[src/shared/thal_defines.vh]
// constants for the temperature histogram and alarm logger
// assumes a 25 MHz clock and byte-wide register access
`ifndef THAL_DEFINES_VH
`define THAL_DEFINES_VH

// clock and timing, times in ns
`define THAL_CLK_NS 40
`define THAL_PULSE_NS 62500000
`define THAL_PERIOD_NS 500000000
`define THAL_HOLD_NS 500000000

// register map, byte addresses
`define THAL_ADDR_W 13
`define THAL_LOW_THR_ADDR 13'h000B
`define THAL_HIGH_THR_ADDR 13'h000C
`define THAL_STATUS_ADDR 13'h0014
`define THAL_LOG_BASE 13'h0220
`define THAL_LOG_LAST 13'h027F
`define THAL_HIST_BASE 13'h0800
`define THAL_HIST_LAST 13'h087F

// threshold reset values, widest possible band
`define THAL_LOW_THR_RST 8'h00
`define THAL_HIGH_THR_RST 8'hFF

// status register bit positions
`define THAL_ST_MIP 5
`define THAL_ST_UNDER 2
`define THAL_ST_OVER 1

// histogram layout
`define THAL_BINS 63
`define THAL_BIN_MAX 16'hFFFF

// alarm log layout
`define THAL_LOG_ENTRIES 12
`define THAL_HIGH_ENTRY0 5'h0C
`define THAL_DUR_MAX 8'hFF
`define THAL_DUR_ONE 8'h01

// led pattern selection
`define THAL_PAT_BOTH 2'b00
`define THAL_PAT_IN 2'b01
`define THAL_PAT_OUT 2'b10
`define THAL_PAT_ALT 2'b11

`endif

[src/rtl/thal_histogram.v]
// histogram of 63 saturating 16-bit bins indexed by temperature code
// assumes sampleValid is a one-cycle pulse in the clock domain
`timescale 1ns/1ns
`include "thal_defines.vh"

module thal_histogram (
	input wire clock,
	input wire rst_n,
	input wire sampleValid,
	input wire [7:0] sampleTemp,
	input wire [5:0] rdIndex,
	output wire [15:0] rdData
);

	reg [15:0] binMem [0:`THAL_BINS-1];
	wire [5:0] binIdx;
	integer i;

	// bin number drops the two low code bits
	assign binIdx = sampleTemp[7:2];

	// the 64th slot reads as zero
	assign rdData = (rdIndex < `THAL_BINS) ? binMem[rdIndex] : 16'h0000;

	// count the sample, holding at full scale
	always @(posedge clock) begin
		if (!rst_n) begin
			for (i = 0; i < `THAL_BINS; i = i + 1) begin
				binMem[i] <= 16'h0000;
			end
		end else if (sampleValid && (binIdx < `THAL_BINS)) begin
			if (binMem[binIdx] != `THAL_BIN_MAX) begin
				binMem[binIdx] <= binMem[binIdx] + 16'h0001;
			end
		end
	end

endmodule

[src/rtl/thal_led_pulser.v]
// four-pulse generator for the two active-low status leds
// assumes go is a pulse; requests while busy are dropped
`timescale 1ns/1ns
`include "thal_defines.vh"

module thal_led_pulser #(
	parameter PULSE_CYC = 1562500,
	parameter PERIOD_CYC = 12500000
) (
	input wire clock,
	input wire rst_n,
	input wire go,
	input wire [1:0] pattern,
	output reg inSpecLedN_r,
	output reg outSpecLedN_r,
	output reg busy_r
);

	reg [23:0] tick_r;
	reg [1:0] pulseNum_r;
	reg [1:0] pat_r;
	wire lowPhase;
	wire pulseIn;
	wire pulseOut;

	// low during the first part of each half-second slot
	assign lowPhase = busy_r && (tick_r < PULSE_CYC[23:0]);
	assign pulseIn = (pat_r == `THAL_PAT_BOTH) || (pat_r == `THAL_PAT_IN) ||
		((pat_r == `THAL_PAT_ALT) && pulseNum_r[0]);
	assign pulseOut = (pat_r == `THAL_PAT_BOTH) || (pat_r == `THAL_PAT_OUT) ||
		((pat_r == `THAL_PAT_ALT) && !pulseNum_r[0]);

	// slot timer and pulse count
	always @(posedge clock) begin
		if (!rst_n) begin
			tick_r <= 24'h00_0000;
			pulseNum_r <= 2'b00;
			pat_r <= `THAL_PAT_BOTH;
			busy_r <= 1'b0;
		end else if (!busy_r) begin
			if (go) begin
				busy_r <= 1'b1;
				pat_r <= pattern;
				tick_r <= 24'h00_0000;
				pulseNum_r <= 2'b00;
			end
		end else if (tick_r == PERIOD_CYC[23:0] - 24'h00_0001) begin
			tick_r <= 24'h00_0000;
			pulseNum_r <= pulseNum_r + 2'b01;
			if (pulseNum_r == 2'b11) begin
				busy_r <= 1'b0; // four pulses done
			end
		end else begin
			tick_r <= tick_r + 24'h00_0001;
		end
	end

	// outputs idle high between indications
	always @(posedge clock) begin
		if (!rst_n) begin
			inSpecLedN_r <= 1'b1;
			outSpecLedN_r <= 1'b1;
		end else begin
			inSpecLedN_r <= !(lowPhase && pulseIn);
			outSpecLedN_r <= !(lowPhase && pulseOut);
		end
	end

endmodule

[src/rtl/thal_logger.v]
// temperature alarm logger: thresholds, flags, alarm log, histogram, leds
// assumes a byte-wide register port driven by the serial front end,
// samples as one-cycle pulses, and a 25 MHz clock
`timescale 1ns/1ns
`include "thal_defines.vh"

// Behaviour
// - count each completed sample taken during a mission in one of 63 16-bit bins
// - bin n is at 0800h plus 2n, low byte first
// - bin index is the temperature code shifted right by two
// - the slot of a 64th bin always reads zero
// - bins saturate at 65535 instead of wrapping
// - compare against low and high thresholds; strictly inside means no alarm
// - an out-of-band sample sets the over or under flag in status
// - interrupt low only for flags whose enable is set
// - a new alarm period stores the three-byte sample counter, low byte first
// - the byte above each stamp counts out-of-band samples in that period
// - a full duration count opens a fresh entry while still out of band
// - returning in band stops the count; next crossing opens a new entry
// - under-temperature entries live at 0220h to 024Fh, twelve entries
// - over-temperature entries live at 0250h to 027Fh, twelve entries
// - each indication is four low pulses of 62.5 ms every half second
// - mission start pulses both leds together
// - status request pulses in-spec if clean, otherwise out-of-spec
// - request during a mission before its first sample alternates, out-of-spec first
// - temperature code is an unsigned byte, half-degree steps from -40
// - full datalog does not stop histogram or alarms
module thal_logger #(
	parameter PULSE_CYC = `THAL_PULSE_NS / `THAL_CLK_NS,
	parameter PERIOD_CYC = `THAL_PERIOD_NS / `THAL_CLK_NS,
	parameter HOLD_CYC = (`THAL_HOLD_NS + `THAL_CLK_NS - 1) / `THAL_CLK_NS
) (
	input wire clock,
	input wire rst_n,
	input wire [12:0] regAddr,
	input wire [7:0] regWrData,
	input wire regWr,
	input wire regRd,
	output reg [7:0] regRdData_r,
	input wire sampleValid,
	input wire [7:0] sampleTemp,
	input wire [23:0] sampleCount,
	input wire missionActive,
	input wire missionStart,
	input wire specTestCmd,
	input wire startButtonN,
	input wire overTempIrqEnable,
	input wire underTempIrqEnable,
	output reg intN_r,
	output wire inSpecLedN,
	output wire outSpecLedN
);

	reg [7:0] lowThr_r;
	reg [7:0] highThr_r;
	reg overFlag_r;
	reg underFlag_r;
	reg [31:0] logMem [0:2*`THAL_LOG_ENTRIES-1];
	reg [3:0] lowIdx_r;
	reg [3:0] highIdx_r;
	reg lowOpen_r;
	reg highOpen_r;
	reg [7:0] lowDur_r;
	reg [7:0] highDur_r;
	reg anyOut_r;
	reg sampled_r;
	reg [23:0] holdCnt_r;
	reg holdArmed_r;
	reg statusReq_r;
	wire isLow;
	wire isHigh;
	wire statusWr;
	wire [15:0] binData;
	wire ledBusy;
	wire ledGo;
	wire [1:0] ledPat;
	wire [12:0] logOff;
	integer i;

	// byte select from a 16-bit word
	function [7:0] pickByte16;
		input [15:0] word;
		input sel;
		begin
			pickByte16 = sel ? word[15:8] : word[7:0];
		end
	endfunction

	// byte select from a 32-bit log entry
	function [7:0] pickByte32;
		input [31:0] word;
		input [1:0] sel;
		begin
			case (sel)
				2'b00: pickByte32 = word[7:0];
				2'b01: pickByte32 = word[15:8];
				2'b10: pickByte32 = word[23:16];
				default: pickByte32 = word[31:24];
			endcase
		end
	endfunction

	// address window test
	function inRange;
		input [12:0] addr;
		input [12:0] lo;
		input [12:0] hi;
		begin
			inRange = (addr >= lo) && (addr <= hi);
		end
	endfunction

	// code is unsigned half-degree steps, so plain compares work
	assign isLow = sampleValid && (sampleTemp <= lowThr_r);
	assign isHigh = sampleValid && (sampleTemp >= highThr_r);
	assign statusWr = regWr && (regAddr == `THAL_STATUS_ADDR);
	assign logOff = regAddr - `THAL_LOG_BASE;

	// histogram keeps counting whatever the datalog state
	thal_histogram uHist (
		.clock(clock),
		.rst_n(rst_n),
		.sampleValid(sampleValid && missionActive),
		.sampleTemp(sampleTemp),
		.rdIndex(regAddr[6:1]),
		.rdData(binData)
	);

	// threshold registers
	always @(posedge clock) begin
		if (!rst_n) begin
			lowThr_r <= `THAL_LOW_THR_RST;
			highThr_r <= `THAL_HIGH_THR_RST;
		end else if (regWr) begin
			if (regAddr == `THAL_LOW_THR_ADDR) begin
				lowThr_r <= regWrData;
			end
			if (regAddr == `THAL_HIGH_THR_ADDR) begin
				highThr_r <= regWrData;
			end
		end
	end

	// alarm flags: writing zero clears, a new alarm wins over the clear
	always @(posedge clock) begin
		if (!rst_n) begin
			overFlag_r <= 1'b0;
			underFlag_r <= 1'b0;
		end else begin
			if (isHigh) begin
				overFlag_r <= 1'b1;
			end else if (statusWr && !regWrData[`THAL_ST_OVER]) begin
				overFlag_r <= 1'b0;
			end
			if (isLow) begin
				underFlag_r <= 1'b1;
			end else if (statusWr && !regWrData[`THAL_ST_UNDER]) begin
				underFlag_r <= 1'b0;
			end
		end
	end

	// interrupt pin, active low
	always @(posedge clock) begin
		if (!rst_n) begin
			intN_r <= 1'b1;
		end else begin
			intN_r <= !((overFlag_r && overTempIrqEnable) ||
				(underFlag_r && underTempIrqEnable));
		end
	end

	// under-temperature period tracking and log entries
	always @(posedge clock) begin
		if (!rst_n) begin
			lowIdx_r <= 4'h0;
			lowOpen_r <= 1'b0;
			lowDur_r <= 8'h00;
		end else if (missionStart) begin
			lowIdx_r <= 4'h0;
			lowOpen_r <= 1'b0;
			lowDur_r <= 8'h00;
		end else if (sampleValid && !isLow) begin
			lowOpen_r <= 1'b0;
		end else if (isLow && lowOpen_r && (lowDur_r != `THAL_DUR_MAX)) begin
			lowDur_r <= lowDur_r + 8'h01;
		end else if (isLow && (lowIdx_r < `THAL_LOG_ENTRIES)) begin
			lowOpen_r <= 1'b1;
			lowDur_r <= `THAL_DUR_ONE;
			lowIdx_r <= lowIdx_r + 4'h1;
		end else if (isLow) begin
			lowOpen_r <= 1'b0; // log full
		end
	end

	// over-temperature period tracking and log entries
	always @(posedge clock) begin
		if (!rst_n) begin
			highIdx_r <= 4'h0;
			highOpen_r <= 1'b0;
			highDur_r <= 8'h00;
		end else if (missionStart) begin
			highIdx_r <= 4'h0;
			highOpen_r <= 1'b0;
			highDur_r <= 8'h00;
		end else if (sampleValid && !isHigh) begin
			highOpen_r <= 1'b0;
		end else if (isHigh && highOpen_r && (highDur_r != `THAL_DUR_MAX)) begin
			highDur_r <= highDur_r + 8'h01;
		end else if (isHigh && (highIdx_r < `THAL_LOG_ENTRIES)) begin
			highOpen_r <= 1'b1;
			highDur_r <= `THAL_DUR_ONE;
			highIdx_r <= highIdx_r + 4'h1;
		end else if (isHigh) begin
			highOpen_r <= 1'b0;
		end
	end

	// log memory: stamp in bytes 0..2, duration in byte 3
	always @(posedge clock) begin
		if (!rst_n) begin
			for (i = 0; i < 2 * `THAL_LOG_ENTRIES; i = i + 1) begin
				logMem[i] <= 32'h0000_0000;
			end
		end else begin
			if (isLow && lowOpen_r && (lowDur_r != `THAL_DUR_MAX)) begin
				logMem[lowIdx_r - 4'h1][31:24] <= lowDur_r + 8'h01;
			end else if (isLow && (!lowOpen_r || (lowDur_r == `THAL_DUR_MAX)) &&
				(lowIdx_r < `THAL_LOG_ENTRIES)) begin
				logMem[lowIdx_r] <= {`THAL_DUR_ONE, sampleCount};
			end
			if (isHigh && highOpen_r && (highDur_r != `THAL_DUR_MAX)) begin
				logMem[{1'b0, highIdx_r} + `THAL_HIGH_ENTRY0 - 5'h01][31:24] <=
					highDur_r + 8'h01;
			end else if (isHigh && (!highOpen_r || (highDur_r == `THAL_DUR_MAX)) &&
				(highIdx_r < `THAL_LOG_ENTRIES)) begin
				logMem[{1'b0, highIdx_r} + `THAL_HIGH_ENTRY0] <=
					{`THAL_DUR_ONE, sampleCount};
			end
		end
	end

	// mission summary: any out-of-band sample, any sample at all
	always @(posedge clock) begin
		if (!rst_n) begin
			anyOut_r <= 1'b0;
			sampled_r <= 1'b0;
		end else if (missionStart) begin
			anyOut_r <= 1'b0;
			sampled_r <= 1'b0;
		end else if (sampleValid && missionActive) begin
			sampled_r <= 1'b1;
			if (isLow || isHigh) begin
				anyOut_r <= 1'b1;
			end
		end
	end

	// start button held half a second during a mission asks for status
	always @(posedge clock) begin
		if (!rst_n) begin
			holdCnt_r <= 24'h00_0000;
			holdArmed_r <= 1'b0;
			statusReq_r <= 1'b0;
		end else begin
			statusReq_r <= 1'b0;
			if (startButtonN || !missionActive) begin
				holdCnt_r <= 24'h00_0000;
				holdArmed_r <= startButtonN && missionActive;
			end else if (holdArmed_r) begin
				if (holdCnt_r == HOLD_CYC[23:0] - 24'h00_0001) begin
					statusReq_r <= 1'b1;
					holdArmed_r <= 1'b0;
				end else begin
					holdCnt_r <= holdCnt_r + 24'h00_0001;
				end
			end
			if (specTestCmd) begin
				statusReq_r <= 1'b1;
			end
		end
	end

	// choose the led pattern; mission start takes precedence
	assign ledGo = missionStart || statusReq_r;
	assign ledPat = missionStart ? `THAL_PAT_BOTH :
		(missionActive && !sampled_r) ? `THAL_PAT_ALT :
		anyOut_r ? `THAL_PAT_OUT : `THAL_PAT_IN;

	thal_led_pulser #(
		.PULSE_CYC(PULSE_CYC),
		.PERIOD_CYC(PERIOD_CYC)
	) uLed (
		.clock(clock),
		.rst_n(rst_n),
		.go(ledGo),
		.pattern(ledPat),
		.inSpecLedN_r(inSpecLedN),
		.outSpecLedN_r(outSpecLedN),
		.busy_r(ledBusy)
	);

	// register read data, zero for unmapped addresses
	always @(posedge clock) begin
		if (!rst_n) begin
			regRdData_r <= 8'h00;
		end else if (regRd) begin
			if (regAddr == `THAL_LOW_THR_ADDR) begin
				regRdData_r <= lowThr_r;
			end else if (regAddr == `THAL_HIGH_THR_ADDR) begin
				regRdData_r <= highThr_r;
			end else if (regAddr == `THAL_STATUS_ADDR) begin
				regRdData_r <= ({7'h00, missionActive} << `THAL_ST_MIP) |
					({7'h00, underFlag_r} << `THAL_ST_UNDER) |
					({7'h00, overFlag_r} << `THAL_ST_OVER);
			end else if (inRange(regAddr, `THAL_LOG_BASE, `THAL_LOG_LAST)) begin
				regRdData_r <= pickByte32(logMem[logOff[6:2]], logOff[1:0]);
			end else if (inRange(regAddr, `THAL_HIST_BASE, `THAL_HIST_LAST)) begin
				regRdData_r <= pickByte16(binData, regAddr[0]);
			end else begin
				regRdData_r <= 8'h00;
			end
		end
	end

endmodule

[config.mk]
export PLATFORM = sky130hd
export DESIGN_NAME = thal_logger
export DESIGN_NICKNAME = d
export VERILOG_FILES = /design/src/rtl/thal_histogram.v /design/src/rtl/thal_led_pulser.v /design/src/rtl/thal_logger.v
export VERILOG_INCLUDE_DIRS = /design/src /design/src/shared
export SDC_FILE = /design/constraint.sdc
export NUM_CORES = 2
export LEC_CHECK = 0
export BUFFER_PORTS_ARGS = -buffer_cell sky130_fd_sc_hd__buf_2
export CORE_MARGIN = 4
export CORE_UTILIZATION = 40
export DETAILED_ROUTE_END_ITERATION = 10
export SYNTH_ARGS = -nofsm -noshare
export SYNTH_HDL_FRONTEND = slang
export SYNTH_SLANG_ARGS = --single-unit
[constraint.sdc]
create_clock -name clock -period 8.62 [get_ports clock]
set_input_delay 1.293 -clock clock [delete_from_list [all_inputs] [get_ports clock]]
set_output_delay 1.293 -clock clock [all_outputs]
set_load 0.03 [all_outputs]
==> results by group <==
Yosys
  • Seq cells post-synth: about 2,200
  • Post-synth EDFFs: about 2,000
  • Ranking of synthesized cells by area: edfxtp_1 (57%), mux4_2 (13%), mux2i_1 (4.0%)
  • Async set-or-reset flop fraction in the synthesized netlist: 0%
  • Seq/Total Area, Yosys: 59.0%
  • Top_reg_cell synth: edfxtp_1
  • Yosys cell types: roughly 110
  • Yosys top cell area share: between 50% and 60%
  • Yosys warning count: 0
  • Synth Cell Area: between 0.1 and 0.15 mm^2
  • Mean post-synth cell area: approximately 14 um^2
  • Synth Instances: between 7,000 and 8,000
  • Post-synth top area cell: edfxtp_1

Drt
  • Vias: roughly 74,000
  • 1st-iter DRT viols: around 11,000
  • Via/cell ratio: around 6.5
  • DRT antenna net count: 0
  • WL/cell: about 34 um
  • Final WL: about 380,000 um
  • DRC viols: 0
  • First-pass DRT Iterations: 8

Hold path
  • Hold Crit Class: flop to flop

Floorplanning
  • Core Area: approximately 0.27 mm^2
  • Die width: roughly 530 um
  • Starting Density: about two fifths
  • Die area: 0.278 mm^2
  • Ports: 75
  • Chip height: between 500 and 600 um
  • Num rows: 190

Final layout
  • Share of layout cells above drive strength 1: between 20% and 30%
  • Post-layout util: 44.7%
  • Area grow syn2layout: 11.0%
  • Nets: approximately 7,700
  • Layout fillers: between 20,000 and 25,000

Clocking
  • TritonCTS Sinks: approximately 2,200
  • Number of gates resized after CTS: 0
  • Hold buffers post-CTS: 0
  • Post-CTS setup buffers: 0
  • Clock latency at the later pin of the worst-skew pair: approximately 940 ps
  • Worst-path clk slew: 60 ps
  • Bufs on Longest Clock Path: 4
  • H-Tree Depth: 4
  • CTS root buf: clkbuf_16
  • CTS tree: done
  • Number of buffers created by CTS: 231

Pwr
  • Flop pwr share: 48.9%
  • Total Power: about 24 mW
  • Switching Share: 25.8%
  • Comb power frac: 10.8%
  • Sw Pwr: about 6.3 mW
  • Int Power: roughly 18 mW
  • Power Density: 203 mW/mm^2
  • Clock Power Share: slightly above 40%
  • Worst vdd ir: 0.190 mV
  • Static Leak: 40.9 nW

Job
  • Max_cap viols: 0

Global routing
  • Total congestion overflow: 0
  • Vias in the first global route: between 70,000 and 80,000
  • Tot GR Track Use: a little over a quarter
  • Initial antenna violation count: 30
  • First-pass GRT wire length: 542,000 um
  • Pin count of the biggest net entering global routing: between 100 and 150

Critical path
  • Worst path arrival time: approximately 7500 ps
  • Critical path capture point type: flop
  • Worst setup startpoint: sampleTemp[3]
  • Worst R2R Path Depth: 10
  • Kind of critical path: input port to flop
  • Worst EP required: around 9000 ps
  • CP Max Fanout: 71
  • R2R setup slack: approximately 2900 ps
  • Crit path launch type: input port
  • Worst r2r src: uHist.binMem[2][8]
  • Worst flop-to-flop path endpoint: uHist.binMem[46][12]
  • CP Capture Point: uHist.binMem[46][12]

STA
  • Final worst slack: 1630 ps
  • Final setup fails: 0
  • Skew final: around 84 ps
  • RSZ-0062 raised after global routing: no
  • Fin crit share: 81.0%
  • Max Slew Vio Count: 0
  • Relative slew slack: under 10%
  • Highest clock rate: between 100 and 150 MHz
  • Tmin final: around 7000 ps
  • Worst-Margin Slew: around 1400 ps
  • Hold Fails Final Rpt: 0
  • Fin Setup TNS: 0 ps

Place
  • Post-DP HPWL: approximately 240,000 um
  • Gp weighted congestion: ~1
  • Setup slack at placement: between 900 and 1000 ps
  • Port Buf Inserts: 74

Run status
  • Status: complete, no violations
## metrics by stage
step	hold slack [ps]	instances	area, um^2
after floorplan	428	7792	108000
after global placement	445	11000	113000
after detailed placement	448	11000	113000
after CTS	456	11400	120000
after global routing	472	11400	120000
final	455	11400	120000
## sequential cells by signal, summed over array words and instances, names as in the netlist, 2 cells and up
signal and flops:
uLed.pat_r 2, uHist.binMem 1024, highIdx_r 4, holdCnt_r 24, uLed.pulseNum_r 2, highThr_r 8, lowDur_r 8, lowThr_r 8
logMem 1024, highDur_r 8, regRdData_r 8, lowIdx_r 4, uLed.tick_r 24
## area by class of cell
class                   count  area, um^2  area share [%]
repair buffers            382        3080            2.57
diodes                     10        25.0          0.0209
inverters                  88         333           0.278
clock inverters           125        1070           0.889
flip-flops and latches   2160       63700            53.2
well taps                3552        4440            3.71
clock buffers             288        6160            5.14
multi-input cells        4776       41000            34.2
## cell usage after synthesis (24+ instances only)
cell type  count
a221oi_1      91
nor3_1       359
a22oi_1       85
clkbuf_1     392
nand2_1      294
mux2i_1      429
nand4_1       49
nand3_1      183
dfxtp_1      112
mux4_2       626
a21boi_0     122
o22ai_1      118
o2111ai_2     29
buf_4         51
ha_1          32
o21ai_0      142
buf_2        238
buf_1         62
xor2_1        25
and2_1       109
nor2_1       999
nor4_1        33
a22o_1        29
inv_1         80
a21oi_1      133
nand2b_1      33
nor3_2        89
mux2_2        89
edfxtp_1    2048
and3_1        34
nor2b_1      195
a221o_1       24
a31oi_1       35
## cell usage in the layout (no fill, tap or decap), types with 48 or more instances in the layout
cell and instances:
a21boi_0 122, a21oi_1 132, a221oi_1 91, a22oi_1 85, and2_1 107, buf_2 65, buf_4 284, clkbuf_16 237
clkinv_1 48, dfxtp_1 112, edfxtp_1 2048, inv_1 80, mux2_2 89, mux2i_1 429, mux4_2 626, nand2_1 294
nand3_1 182, nand4_1 49, nor2_1 991, nor2b_1 191, nor3_1 359, nor3_2 88, o21ai_0 109, o22ai_1 117
## worst min-delay path by stage
stage | depth (start not counted) | endpoint | startpoint | slack, ps
floorplan | 2 | sampled_r | sampled_r | 430
detailed placement | 2 | lowThr_r[4] | lowThr_r[4] | 450
global route | 2 | lowThr_r[3] | lowThr_r[3] | 470
global placement | 2 | lowThr_r[5] | lowThr_r[5] | 450
finish | 2 | lowThr_r[4] | lowThr_r[4] | 460
CTS | 2 | lowThr_r[4] | lowThr_r[4] | 460
## power groups by stage
| stage | combinational (mW) | clock, mW | sequential, mW |
|---|---|---|---|
| after global placement | 2.55 | 0 | 12.1 |
| after detailed placement | 2.56 | 0 | 12.1 |
| after CTS | 2.57 | 9.89 | 11.9 |
| after global routing | 2.68 | 10.3 | 11.9 |
| after floorplan | 1.50 | 0 | 12.1 |
| final | 2.64 | 9.81 | 11.9 |
## worst max-delay path, stage by stage
cell and delay [ps]:
buf_8 470, buf_4 420, nor2b_2 70, buf_4 340
a221o_1 430, a22oi_1 680, o221ai_1 220, nor4_2 710
nor4_4 170, nand3_2 540, buf_4 360, o21ai_4 120
buf_12 270, o21ai_2 1090
## per-layer routing
layer  GRT usage [%]  wire length [um]  vias up
li1                -                 -    29900
met4            12.4             20900       16
met1            35.4            142000    38100
met3            7.32             45700     1031
met5           0.156               121        -
met2            41.3            175000     5046
## cell families (layout without fill, tap and decap cells)
group	after synthesis	count (layout)	share of synthesized area, %
flops	2160	2160	59.0
mux	1151	1151	18.0
other cells	1	26	0.00347
simple gates	2528	2528	11.7
xor+xnor	52	52	0.463
fa+ha+maj	32	32	0.371
buf+inv	856	883	3.59
compound gates	997	997	6.82
No activity file was read; power rests on OpenSTA's default activity.
